### src/include/shc_pkg.sv
package shc_pkg;

   // clock and serial timing
   localparam int CLK_HZ       = 200_000_000;
   localparam int BAUD_HZ      = 19200;
   localparam int BAUD_CYC     = CLK_HZ / BAUD_HZ;
   localparam int DATA_BITS    = 8;
   localparam int STOP_BITS    = 1;

   // input filtering: edge must be seen well inside the poll budget
   localparam int POLL_NS      = 20000;
   localparam int DEB_NS       = 2000;
   localparam int DEB_CYC      = (DEB_NS * (CLK_HZ / 1_000_000) + 999) / 1000;

   // blade motion
   localparam int STEP_HZ      = 20000;
   localparam int STEP_CYC     = CLK_HZ / STEP_HZ;
   localparam int MS_CYC       = CLK_HZ / 1000;
   localparam logic [12:0] TRAVEL_STEPS = 13'h1137;
   localparam logic [7:0]  LIMIT_RESET  = 8'h18;

   // serial command bytes
   localparam logic [7:0] CMD_TIMED_EXPO = 8'h65;
   localparam logic [7:0] CMD_RESTART    = 8'h72;
   localparam logic [7:0] CMD_LIMIT      = 8'h74;
   localparam logic [7:0] CMD_STATUS     = 8'h73;
   localparam logic [7:0] REPLY_UNKNOWN  = 8'h3F;

   // status byte bit positions
   localparam int SB_FATAL     = 0;
   localparam int SB_DRV1      = 1;
   localparam int SB_DRV2      = 2;
   localparam int SB_COMM      = 3;
   localparam int SB_OPEN      = 4;
   localparam int SB_LEAD      = 5;

   typedef enum logic [4:0]
   {
      ST_IDLE    = 5'h01,
      ST_OPENING = 5'h02,
      ST_OPEN    = 5'h04,
      ST_CLOSING = 5'h08,
      ST_FAULT   = 5'h10
   } shc_state_t;

   typedef struct packed
   {
      logic       valid;
      logic [7:0] data;
   } shc_byte_t;

   typedef struct packed
   {
      logic interlock_lamp;
      logic comm_fault_lamp;
      logic second_drive_fault_lamp;
      logic first_drive_fault_lamp;
   } shc_lamps_t;

endpackage

### src/core/shc_shutter_controller.sv
`timescale 1ns/1ps
// Functional notes
// - shutter stays open while the open/close input is low, closes once high.
// - falling edge starts opening, rising edge starts closing.
// - first-blade-closed output active low when first blade rests in aperture.
// - second-blade-closed output active low when second blade rests in aperture.
// - active-low fault output on fatal error; cause readable in status byte.
// - after fatal error exposures blocked until reset button or restart command.
// - serial port is 19200 baud, 8 data bits, 1 stop, no parity.
// - new exposure starts only after the shutter is fully closed.
// - open/close transitions during closing are ignored.
// - open button opens the shutter while held, closes on release.
// - timed exposure command runs one full open-close cycle of given milliseconds.
// - falling edge of the exposure input detected within about 20 us.
// - interlock lamp lit while the mechanics cable is not secured.
// - separate fault lamps for comms, first drive and second drive.
// - reset button resets both drive controllers and the comms controller.
// - mismatch of steps and encoder counts beyond limit (default 24) is fatal.
module shc_shutter_controller #(
   parameter int BAUD_CYC = shc_pkg::BAUD_CYC,
   parameter int STEP_CYC = shc_pkg::STEP_CYC,
   parameter int MS_CYC   = shc_pkg::MS_CYC
) (
   // clock and reset
   input  wire logic        i_clk,
   input  wire logic        i_arst_n,
   // camera control lines
   input  wire logic        i_open_close_n,
   output logic             o_first_closed_n,
   output logic             o_second_closed_n,
   output logic             o_fault_n,
   // front panel
   input  wire logic        i_open_btn,
   input  wire logic        i_reset_btn,
   input  wire logic        i_cable_secure,
   output shc_pkg::shc_lamps_t o_lamps,
   // blade drives and encoders
   output logic [1:0]       o_step,
   output logic             o_dir,
   input  wire logic [1:0]  i_enc_pulse,
   // serial port
   input  wire logic        i_rxd,
   output logic             o_txd
);

   typedef struct packed
   {
      shc_pkg::shc_state_t st;
      logic        lead;
      logic        dir;
      logic [13:0] sdiv;
      logic [12:0] steps;
      logic [12:0] enc;
      logic [1:0]  step;
      logic [7:0]  limit;
      logic        fatal;
      logic [1:0]  derr;
      logic        cerr;
      logic        ilk;
      logic        ctl_prev;
      logic        btn_prev;
      logic        timed;
      logic [17:0] mdiv;
      logic [15:0] ms;
      logic [1:0]  pst;
      logic [7:0]  phi;
      logic        txv;
      logic [7:0]  txb;
      logic [1:0]  cl_n;
   } shc_top_t;

   // distance between commanded and counted steps
   function automatic logic [12:0] shc_gap(input logic [12:0] a, input logic [12:0] b);
      shc_gap = (a > b) ? a - b : b - a;
   endfunction

   shc_top_t q;
   shc_top_t d;

   logic               ctl_lvl;
   logic               btn_lvl;
   logic               rst_lvl;
   logic               tx_ready;
   logic               ferr;
   shc_pkg::shc_byte_t rx;
   shc_pkg::shc_byte_t tx;
   logic               restart;
   logic               ctl_fall;
   logic               btn_rise;
   logic               open_lvl;
   logic               mv;
   logic               moving;
   logic [7:0]         sbyte;

   // filtered panel and control inputs
   shc_filter #(.RST_LVL(1'b1)) u_ctl_flt
   (
      .i_clk    (i_clk),
      .i_arst_n (i_arst_n),
      .i_raw    (i_open_close_n),
      .o_lvl    (ctl_lvl)
   );

   shc_filter #(.RST_LVL(1'b0)) u_btn_flt
   (
      .i_clk    (i_clk),
      .i_arst_n (i_arst_n),
      .i_raw    (i_open_btn),
      .o_lvl    (btn_lvl)
   );

   shc_filter #(.RST_LVL(1'b0)) u_rst_flt
   (
      .i_clk    (i_clk),
      .i_arst_n (i_arst_n),
      .i_raw    (i_reset_btn),
      .o_lvl    (rst_lvl)
   );

   // host serial port
   shc_uart #(.BAUD_CYC(BAUD_CYC)) u_uart
   (
      .i_clk       (i_clk),
      .i_arst_n    (i_arst_n),
      .i_rxd       (i_rxd),
      .o_txd       (o_txd),
      .o_rx        (rx),
      .o_frame_err (ferr),
      .i_tx        (tx),
      .o_tx_ready  (tx_ready)
   );

   // edges, open request and status byte
   assign ctl_fall = q.ctl_prev & !ctl_lvl;
   assign btn_rise = !q.btn_prev & btn_lvl;
   assign open_lvl = !ctl_lvl | btn_lvl | q.timed;
   assign restart  = rst_lvl
                   | (rx.valid && q.pst == 2'h0 && rx.data == shc_pkg::CMD_RESTART);
   assign moving   = (q.st == shc_pkg::ST_OPENING) || (q.st == shc_pkg::ST_CLOSING);
   assign mv       = (q.st == shc_pkg::ST_OPENING) ? q.lead : !q.lead;

   always_comb
   begin
      sbyte = 8'h00;
      sbyte[shc_pkg::SB_FATAL] = q.fatal;
      sbyte[shc_pkg::SB_DRV1]  = q.derr[0];
      sbyte[shc_pkg::SB_DRV2]  = q.derr[1];
      sbyte[shc_pkg::SB_COMM]  = q.cerr;
      sbyte[shc_pkg::SB_OPEN]  = (q.st == shc_pkg::ST_OPEN);
      sbyte[shc_pkg::SB_LEAD]  = q.lead;
   end

   // next state: commands, motion, checks
   always_comb
   begin
      d = q;
      d.step = 2'b00;
      d.ctl_prev = ctl_lvl;
      d.btn_prev = btn_lvl;
      d.ilk = !i_cable_secure;
      if (q.txv && tx_ready)
         d.txv = 1'b0;
      // command parser
      if (rx.valid)
      begin
         case (q.pst)
            2'h0:
            begin
               if (rx.data == shc_pkg::CMD_TIMED_EXPO)
                  d.pst = 2'h1;
               else if (rx.data == shc_pkg::CMD_LIMIT)
                  d.pst = 2'h3;
               else if (rx.data == shc_pkg::CMD_STATUS)
               begin
                  d.txv = 1'b1;
                  d.txb = sbyte;
               end
               else if (rx.data != shc_pkg::CMD_RESTART)
               begin
                  d.cerr = 1'b1;
                  d.txv = 1'b1;
                  d.txb = shc_pkg::REPLY_UNKNOWN;
               end
            end
            2'h1:
            begin
               d.phi = rx.data;
               d.pst = 2'h2;
            end
            2'h2:
            begin
               d.pst = 2'h0;
               if (q.st == shc_pkg::ST_IDLE && !q.timed)
               begin
                  d.timed = 1'b1;
                  d.ms = {q.phi, rx.data};
                  d.mdiv = 18'(MS_CYC - 1);
               end
            end
            2'h3:
            begin
               d.limit = rx.data;
               d.pst = 2'h0;
            end
            default:
               d.pst = 2'h0;
         endcase
      end
      // exposure timer
      if (q.timed)
      begin
         if (q.mdiv != 18'h00000)
            d.mdiv = q.mdiv - 18'h00001;
         else
         begin
            d.mdiv = 18'(MS_CYC - 1);
            if (q.ms == 16'h0000)
               d.timed = 1'b0;
            else
               d.ms = q.ms - 16'h0001;
         end
      end
      // shutter sequence
      case (q.st)
         shc_pkg::ST_IDLE:
         begin
            if (ctl_fall || btn_rise || d.timed)
            begin
               d.st = shc_pkg::ST_OPENING;
               d.steps = 13'h0000;
               d.enc = 13'h0000;
               d.sdiv = 14'h0000;
            end
         end
         shc_pkg::ST_OPENING, shc_pkg::ST_CLOSING:
         begin
            // edges on the control line are simply not looked at here
            if (i_enc_pulse[mv])
               d.enc = q.enc + 13'h0001;
            if (q.steps == shc_pkg::TRAVEL_STEPS)
            begin
               d.sdiv = 14'h0000;
               d.steps = 13'h0000;
               d.enc = 13'h0000;
               if (shc_gap(shc_pkg::TRAVEL_STEPS, q.enc) > 13'(q.limit))
               begin
                  d.st = shc_pkg::ST_FAULT;
                  d.fatal = 1'b1;
                  d.derr[mv] = 1'b1;
               end
               else if (q.st == shc_pkg::ST_OPENING)
                  d.st = shc_pkg::ST_OPEN;
               else
               begin
                  d.st = shc_pkg::ST_IDLE;
                  d.lead = !q.lead;
                  d.dir = !q.dir;
               end
            end
            else if (q.sdiv == 14'(STEP_CYC - 1))
            begin
               d.sdiv = 14'h0000;
               d.step[mv] = 1'b1;
               d.steps = q.steps + 13'h0001;
            end
            else
               d.sdiv = q.sdiv + 14'h0001;
         end
         shc_pkg::ST_OPEN:
         begin
            if (!open_lvl)
               d.st = shc_pkg::ST_CLOSING;
         end
         shc_pkg::ST_FAULT:
            d.st = shc_pkg::ST_FAULT;
         default:
            d.st = shc_pkg::ST_IDLE;
      endcase
      // panel or serial reset returns every controller to rest
      if (restart)
      begin
         d.st = shc_pkg::ST_IDLE;
         d.fatal = 1'b0;
         d.derr = 2'b00;
         d.cerr = 1'b0;
         d.timed = 1'b0;
         d.pst = 2'h0;
         d.steps = 13'h0000;
         d.sdiv = 14'h0000;
      end
      // a framing error landing with a reset still counts
      if (ferr)
         d.cerr = 1'b1;
      d.cl_n[0] = !(d.st == shc_pkg::ST_IDLE && !d.lead);
      d.cl_n[1] = !(d.st == shc_pkg::ST_IDLE && d.lead);
   end

   // state register
   always_ff @(posedge i_clk or negedge i_arst_n)
   begin
      if (!i_arst_n)
      begin
         q          <= '0;
         q.st       <= shc_pkg::ST_IDLE;
         q.limit    <= shc_pkg::LIMIT_RESET;
         q.ctl_prev <= 1'b1;
         q.ilk      <= 1'b1;
         q.cl_n     <= 2'b10;
      end
      else
         q <= d;
   end

   // outputs
   assign o_first_closed_n  = q.cl_n[0];
   assign o_second_closed_n = q.cl_n[1];
   assign o_fault_n         = !q.fatal;
   assign o_step            = q.step;
   assign o_dir             = q.dir;
   assign tx                = '{valid: q.txv, data: q.txb};
   assign o_lamps = '{interlock_lamp:          q.ilk,
                      comm_fault_lamp:         q.cerr,
                      second_drive_fault_lamp: q.derr[1],
                      first_drive_fault_lamp:  q.derr[0]};
endmodule

### src/core/shc_filter.sv
`timescale 1ns/1ps
// two-flop synchroniser plus stability filter
module shc_filter #(
   parameter logic RST_LVL = 1'b1
) (
   // clock and reset
   input  wire logic i_clk,
   input  wire logic i_arst_n,
   // raw and filtered level
   input  wire logic i_raw,
   output logic      o_lvl
);

   typedef struct packed
   {
      logic       s1;
      logic       s2;
      logic       lvl;
      logic [8:0] cnt;
   } shc_flt_t;

   shc_flt_t q;
   shc_flt_t d;

   // new level accepted only after it stayed put for the whole window
   always_comb
   begin
      d = q;
      d.s1 = i_raw;
      d.s2 = q.s1;
      if (q.s2 == q.lvl)
         d.cnt = 9'h000;
      else if (q.cnt == 9'(shc_pkg::DEB_CYC - 1))
      begin
         d.lvl = q.s2;
         d.cnt = 9'h000;
      end
      else
         d.cnt = q.cnt + 9'h001;
   end

   // state register
   always_ff @(posedge i_clk or negedge i_arst_n)
   begin
      if (!i_arst_n)
      begin
         q     <= '0;
         q.s1  <= RST_LVL;
         q.s2  <= RST_LVL;
         q.lvl <= RST_LVL;
      end
      else
         q <= d;
   end

   assign o_lvl = q.lvl;

endmodule

### src/core/shc_uart.sv
`timescale 1ns/1ps
// 8N1 receiver and transmitter, no flow control
module shc_uart #(
   parameter int BAUD_CYC = shc_pkg::BAUD_CYC
) (
   // clock and reset
   input  wire logic              i_clk,
   input  wire logic              i_arst_n,
   // serial pins
   input  wire logic              i_rxd,
   output logic                   o_txd,
   // received bytes
   output shc_pkg::shc_byte_t     o_rx,
   output logic                   o_frame_err,
   // bytes to send
   input  wire shc_pkg::shc_byte_t i_tx,
   output logic                   o_tx_ready
);

   typedef struct packed
   {
      logic       rs1;
      logic       rs2;
      logic       rbusy;
      logic [13:0] rcnt;
      logic [3:0] rbit;
      logic [7:0] rsh;
      logic       rvalid;
      logic       ferr;
      logic       tbusy;
      logic [13:0] tcnt;
      logic [3:0] tbit;
      logic [9:0] tsh;
      logic       txd;
   } shc_uart_t;

   localparam logic [13:0] FULL = 14'(BAUD_CYC - 1);
   localparam logic [13:0] HALF = 14'(BAUD_CYC / 2 - 1);

   shc_uart_t q;
   shc_uart_t d;

   // receiver samples mid-bit, transmitter shifts start, data, stop
   always_comb
   begin
      d = q;
      d.rvalid = 1'b0;
      d.ferr = 1'b0;
      d.rs1 = i_rxd;
      d.rs2 = q.rs1;
      if (!q.rbusy)
      begin
         if (!q.rs2)
         begin
            d.rbusy = 1'b1;
            d.rcnt = HALF;
            d.rbit = 4'h0;
         end
      end
      else if (q.rcnt != 14'h0000)
         d.rcnt = q.rcnt - 14'h0001;
      else
      begin
         d.rcnt = FULL;
         d.rbit = q.rbit + 4'h1;
         if (q.rbit == 4'h0)
            d.rbusy = !q.rs2; // glitch, not a start bit
         else if (q.rbit == 4'h9)
         begin
            d.rbusy = 1'b0;
            d.rvalid = q.rs2;
            d.ferr = !q.rs2;
         end
         else
            d.rsh = {q.rs2, q.rsh[7:1]};
      end
      if (!q.tbusy)
      begin
         if (i_tx.valid)
         begin
            d.tbusy = 1'b1;
            d.tsh = {1'b1, i_tx.data, 1'b0};
            d.tcnt = FULL;
            d.tbit = 4'h0;
         end
      end
      else if (q.tcnt != 14'h0000)
         d.tcnt = q.tcnt - 14'h0001;
      else
      begin
         d.tcnt = FULL;
         d.tsh = {1'b1, q.tsh[9:1]};
         d.tbit = q.tbit + 4'h1;
         if (q.tbit == 4'h9)
            d.tbusy = 1'b0;
      end
      d.txd = d.tbusy ? d.tsh[0] : 1'b1;
   end

   // state register
   always_ff @(posedge i_clk or negedge i_arst_n)
   begin
      if (!i_arst_n)
      begin
         q     <= '0;
         q.rs1 <= 1'b1;
         q.rs2 <= 1'b1;
         q.txd <= 1'b1;
      end
      else
         q <= d;
   end

   // outputs
   assign o_txd       = q.txd;
   assign o_rx        = '{valid: q.rvalid, data: q.rsh};
   assign o_frame_err = q.ferr;
   assign o_tx_ready  = !q.tbusy;

endmodule

### config.mk
export PLATFORM = sky130hd
export DESIGN_NAME = shc_shutter_controller
export DESIGN_NICKNAME = d
export VERILOG_FILES = /design/src/include/shc_pkg.sv /design/src/core/shc_shutter_controller.sv /design/src/core/shc_filter.sv /design/src/core/shc_uart.sv
export SDC_FILE = /design/constraint.sdc
export NUM_CORES = 1
export LEC_CHECK = 0
export BUFFER_PORTS_ARGS = -buffer_cell sky130_fd_sc_hd__buf_2
export CAP_MARGIN = 0
export CORE_UTILIZATION = 45
export DETAILED_ROUTE_END_ITERATION = 8
export HOLD_SLACK_MARGIN = 0.1
export SETUP_SLACK_MARGIN = 0.1
export SLEW_MARGIN = 10
export SYNTH_ARGS = -nofsm -noshare
export SYNTH_HDL_FRONTEND = slang
export SYNTH_SLANG_ARGS = --single-unit
### constraint.sdc
create_clock -name i_clk -period 6.1 [get_ports i_clk]
set_clock_uncertainty 0.2 [all_clocks]
set_input_delay 0.305 -clock i_clk [delete_from_list [all_inputs] [get_ports i_clk]]
set_output_delay 0.305 -clock i_clk [all_outputs]
set_load 0.005 [all_outputs]
==> results.sh, run 1 <==
export IMPL_die_width_um=160
export IMPL_avgSynthCellArea_um2=9.51
export IMPL_clock_sinks=215
export IMPL_die_area_um2=25600
export IMPL_ys_warn_count=0
export IMPL_core_area_um2=24400
export IMPL_hold_violations=0
export IMPL_wl_per_cell_um=15.3
export IMPL_globalplace_congestion=0.832
export IMPL_critPathMaxFanout=11
export IMPL_wl_mm=23.5
export IMPL_cp_end_kind="flop"
export IMPL_synth_seq_cells=215
export IMPL_rsz0062_at_grt="no"
export IMPL_antenna_found_initial=0
export IMPL_yosysTopAreaCell="dfrtp_1"
export IMPL_powerDensity_nw_per_um2=251
export IMPL_track_usage_pct=18.8
export IMPL_nets=1229
export IMPL_max_slew_margin_pct=26.8
export IMPL_synthesis_area_um2=11200
export IMPL_cp_required_ns=6.33
export IMPL_root_buffer="clkbuf_16"
export IMPL_postSynth_asyncResetShare_pct=100
export IMPL_min_period_over_period_pct=79.3
export IMPL_drtAntennaViolNets=0
export IMPL_cap_violations=0
export IMPL_grt_max_degree=83
export IMPL_setup_viol=0
export IMPL_worst_slew_pin_slew_ns=1.09
export IMPL_avgViaCountPerCell=5.64
export IMPL_drt_initial_drc_count=650
export IMPL_synth_flop_cell="dfrtp_1"
export IMPL_instances_no_fill=1539
export IMPL_final_core_util_pct=51.7
export IMPL_critical_path_class="reg2reg"
export IMPL_synth_fp_nets=1216
export IMPL_arrival_ns=5.07
export IMPL_cts_buffers=26
export IMPL_row_count=57
export IMPL_layout_common_cells="dfrtp_1 (203), nor2_1 (148), nand2_1 (94)"
export IMPL_rr_worst_depth=14
export IMPL_yosysUniqueCellTypes=85
export IMPL_ys_seq_area_share_pct=48.0
export IMPL_synth_cells=1182
export IMPL_io_pins=20
export IMPL_status="finished, final reports clean"
export IMPL_post_place_cells=1485
export IMPL_cts_buffer_depth=3
export IMPL_fmax_ghz=0.207
export IMPL_dr_pass1_iters=4
export IMPL_post_route_drc_count=0
export IMPL_path_clk_slew_ns=0.06
export IMPL_netlist_top_cells_area="dfrtp_1 (45%), nor2_1 (4.9%), o21ai_0 (3.6%)"
export IMPL_antenna_cells=0
export IMPL_port_buffers=19
export IMPL_synth_top_cell_area_share_pct=45.2
export IMPL_initial_core_util_pct=46.1
export IMPL_hold_class="in2async"
export IMPL_leakage_nw=5.68
export IMPL_vdd_ir_drop_max_mv=0.210
export IMPL_synth_edf_count=0
export IMPL_overflow=0
export IMPL_grt_pass1_vias=8377
export IMPL_layout_commonest_cell="dfrtp_1"
export IMPL_area_growth_pct=12.2
export IMPL_insertion_delay_ns=0.52
export IMPL_vias=8678
export IMPL_post_dp_hpwl_mm=15.9
export IMPL_h_tree_depth=1
export IMPL_post_route_min_period_ns=4.84
export IMPL_grt_pass1_wl_mm=40.8
export IMPL_cp_start_kind="flop"
export IMPL_report_final_slew_viol_count=0
export IMPL_cts_tree="built"
export IMPL_ctsResizeCount=0
export IMPL_die_y_um=160
export IMPL_drive_gt1_share_pct=12.3
export IMPL_fin_tns_setup_ns=0
==> sequential cells by signal (all words and copies together) (netlist names), 2 cells and up <==
register and flops:
u_btn_flt.q 10, u_rst_flt.q 10, q 109, o_lamps 4, o_step 2, u_uart.q 49
u_uart.o_rx 9, u_ctl_flt.q 10
==> worst max-delay path, cell delays in order, from the launching register on <==
cell and delay [ns]:
dfrtp_1 0.46, ha_1 0.35, a211o_1 0.39, and2_1 0.21, o21ai_0 0.86, nor2_1 0.11, a21oi_1 0.20, xnor2_1 0.16
ha_1 0.29, a2111oi_0 0.45, a32oi_1 0.17, nand2_1 0.11, o211ai_2 0.14, nor4_4 0.36, mux2i_1 0.28
==> worst paths after layout <==
kind / startpoint / to / slack, ns
worst max-delay path: q[76] / o_first_closed_n / 1.26
worst min-delay path: i_arst_n / u_uart.q[23] / 0.14
worst max register to register: q[76] / o_first_closed_n / 1.26
worst min register to register: u_btn_flt.d[10] / u_btn_flt.q[10] / 0.14
max in group asynchronous: i_arst_n / q[86] / 4.27
min in group i_clk: u_btn_flt.d[10] / u_btn_flt.q[10] / 0.14
==> metrics by stage <==
step	instance area, µm²	hold WS [ns]	total power, mW	setup slack [ns]
after CTS	12600	0.148	3.22	1.37
after detailed placement	11600	0.136	1.51	1.36
after floorplan	11200	-0.191	1.48	2.12
after global routing	12600	0.161	3.28	0.893
final	12600	0.142	3.16	1.26
after global placement	11600	0.130	1.51	1.57
==> Yosys cell counts (5+ instances only) <==
cell type,n
o21ai_1,11
mux2i_1,5
buf_2,11
or3_1,23
a21o_1,8
dfrtp_1,203
nand4_1,16
or4_1,7
and3_1,27
a21oi_1,67
ha_1,25
nand2b_1,18
o21ai_0,81
clkbuf_1,31
nor4b_1,5
and2_1,15
a211o_1,6
o21a_1,7
inv_1,35
dfstp_2,12
o221a_2,6
nor3b_1,7
nand2_1,94
xnor2_1,25
o41ai_1,5
a211oi_1,5
buf_4,6
nor4_1,8
a311oi_1,9
a31oi_1,17
mux2_2,27
nor2b_1,9
xor2_1,29
o31ai_1,14
nor2_1,148
nand3_1,51
nor3_1,26
==> what timing repair did <==
action                                 CTS  global route
endpoints found under the hold margin   85             0
buffers inserted                         0             0
hold buffers                             6             0
==> per-layer routing <==
layer	global-route usage, %	vias up	wire length [µm]
met2	30.4	125	10700
met5	0	-	0
met1	26.6	4239	11600
li1	-	4282	-
met4	4.46	0	433
met3	3.01	32	790
==> kinds of logic (layout without fill, tap and decap cells) <==
family,Yosys count,after routing,synth area share [%]
buffers and inverters,85,118,3.23
adder cells (fa/ha/maj),25,25,2.78
multiplexers,32,32,3.15
XOR/XNOR,54,54,4.21
AO/OA/AOI/OAI,282,282,16.3
flip-flops,215,215,48.0
AND/OR/NAND/NOR,489,489,22.4
==> report_power, final <==
group | internal, mW | switching [mW]
clock | 1.09 | 0.586
combinational | 0.0113 | 0.0358
sequential | 1.44 | 0.00537
total | 2.54 | 0.627
==> final cells by class <==
type	instances	area, µm²
Sequential cell	215	5400
Timing Repair Buffer	35	240
Multi-Input combinational cell	882	5490
Inverter	35	131
Clock buffer	38	777
Tap cell	324	405
Clock inverter	10	175
Fill cell	2247	11800
(Power assumes the default switching activity.)
==> run 2: changes to the inputs <==
==> constraint.sdc (replaced) <==
create_clock -name i_clk -period 4.6 [get_ports i_clk]
set_clock_uncertainty 0.2 [all_clocks]
set_input_delay 0.23 -clock i_clk [delete_from_list [all_inputs] [get_ports i_clk]]
set_output_delay 0.23 -clock i_clk [all_outputs]
set_load 0.005 [all_outputs]
==> results.sh, run 2 (synthesized netlist as in run 1, its figures left out) <==
export IMPL_status="finished, final reports clean"
export IMPL_antenna_found_initial=0
export IMPL_post_place_cells=1487
export IMPL_row_count=57
export IMPL_critPathMaxFanout=9
export IMPL_post_route_min_period_ns=4.20
export IMPL_die_area_um2=25600
export IMPL_area_growth_pct=10.8
export IMPL_cts_tree="built"
export IMPL_core_area_um2=24400
export IMPL_post_route_drc_count=0
export IMPL_crit_path_frequent_cell="ha_1"
export IMPL_clock_sinks=215
export IMPL_drt_initial_drc_count=648
export IMPL_min_period_over_period_pct=91.2
export IMPL_report_final_slew_viol_count=0
export IMPL_cp_end_kind="flop"
export IMPL_cts_buffer_depth=3
export IMPL_layout_commonest_cell="dfrtp_1"
export IMPL_critical_path_class="reg2reg"
export IMPL_wl_per_cell_um=15.4
export IMPL_hold_class="in2async"
export IMPL_instances_no_fill=1537
export IMPL_avgViaCountPerCell=5.67
export IMPL_post_cts_buffers=0
export IMPL_max_slew_margin_pct=39.1
export IMPL_path_cells="ha_1, a211o_1, and2_1, o21ai_1, nor2_1, a21oi_1, xnor2_1, ha_1, a2111oi_0, a32oi_1, nand2_1, o211ai_2, nor4_4, mux2i_1"
export IMPL_fmax_ghz=0.238
export IMPL_globalplace_congestion=0.829
export IMPL_cap_violations=0
export IMPL_cts_buffers=25
export IMPL_grt_pass1_vias=8408
export IMPL_rsz0062_at_grt="no"
export IMPL_largest_register="q"
export IMPL_track_usage_pct=19.3
export IMPL_insertion_delay_ns=0.51
export IMPL_initial_core_util_pct=46.1
export IMPL_grt_pass1_wl_mm=41.8
export IMPL_reg_top3="q (109), u_uart.q (49)"
export IMPL_slowest_delay_ns=0.48
export IMPL_die_y_um=160
export IMPL_final_core_util_pct=51.1
export IMPL_worst_slew_pin_slew_ns=0.913
export IMPL_cp_start_kind="flop"
export IMPL_fin_tns_setup_ns=0
export IMPL_vdd_ir_drop_max_mv=0.321
export IMPL_largest_reg_flops=109
export IMPL_arrival_ns=4.43
export IMPL_hold_violations=0
export IMPL_wl_mm=23.7
export IMPL_path_clk_slew_ns=0.06
export IMPL_root_buffer="clkbuf_16"
export IMPL_h_tree_depth=1
export IMPL_leakage_nw=5.61
export IMPL_antenna_cells=0
export IMPL_overflow=0
export IMPL_grt_max_degree=121
export IMPL_setup_viol=0
export IMPL_post_dp_hpwl_mm=16.0
export IMPL_port_buffers=19
export IMPL_powerDensity_nw_per_um2=309
export IMPL_drtAntennaViolNets=0
export IMPL_slowest_stage="a2111oi_0"
export IMPL_vias=8716
export IMPL_layout_common_cells="dfrtp_1 (203), nor2_1 (148), nand2_1 (94)"
export IMPL_nets=1230
export IMPL_drive_gt1_share_pct=12.1
export IMPL_dr_pass1_iters=5
export IMPL_io_pins=20
export IMPL_nFillCells=2321
export IMPL_die_width_um=160
export IMPL_cp_required_ns=4.83
run 2: critical path: cells and delay by family (launching register included):
kind / cells / cell delay (ns)
AO/OA/AOI/OAI: 6 / 1.64
AND/OR/NAND/NOR: 4 / 0.78
adder cells (fa/ha/maj): 2 / 0.62
flip-flops: 1 / 0.46
multiplexers: 1 / 0.23
XOR/XNOR: 1 / 0.15
run 2: cell type report:
class,instances,area (µm²),area share (%)
sequential,215,5400,43.3
clock inverter,6,33.8,0.271
multi-input combinational,882,5490,44.1
clock buffer,38,744,5.98
timing repair buffer,37,255,2.05
tap,324,405,3.26
inverter,35,131,1.06
run 2: through the flow:
| step | setup slack (ns) | power, mW | hold WS, ns | area [µm²] |
|---|---|---|---|---|
| 6_report | 0.403 | 3.85 | 0.146 | 12500 |
| 3_5_place_dp | 0.334 | 2.01 | 0.137 | 11600 |
| 3_3_place_gp | 0.525 | 2.01 | 0.133 | 11600 |
| 5_1_grt | 0.148 | 4.01 | 0.153 | 12500 |
| 4_1_cts | 0.311 | 3.92 | 0.142 | 12500 |
| 2_1_floorplan | 0.624 | 1.96 | -0.266 | 11200 |
run 2: worst paths after layout:
| path | slack, ns | start | cells after the start | end |
|---|---|---|---|---|
| min in group i_clk | 0.15 | u_btn_flt.d[10] | 0 | u_btn_flt.q[10] |
| setup reg to reg | 0.40 | q[76] | 14 | o_first_closed_n |
| hold reg to reg | 0.15 | u_btn_flt.d[10] | 0 | u_btn_flt.q[10] |
| setup / recovery | 0.40 | q[76] | 14 | o_first_closed_n |
| max in group asynchronous | 2.90 | i_arst_n | 3 | u_uart.d[59] |
| hold / removal | 0.15 | i_arst_n | 2 | u_uart.q[24] |
run 2: routing by layer:
layer  vias up  global-route usage (%)  part of all wire [%]
li1       4279                       -                     -
met5         -                       0                     0
met1      4277                    27.9                    50
met3        36                    2.70                   2.9
met4         0                    4.37                   1.9
met2       124                    30.6                    46
run 2: what timing repair did:
item | CTS | global route
hold buffers | 6 | 0
gates resized for setup | 0 | 1
endpoints found under the setup margin | 0 | 5
hold endpoints to repair | 115 | 0
run 2: report_power, final:
group          internal (mW)  switching [mW]
clock                   1.11           0.769
combinational         0.0155          0.0481
sequential              1.90         0.00747
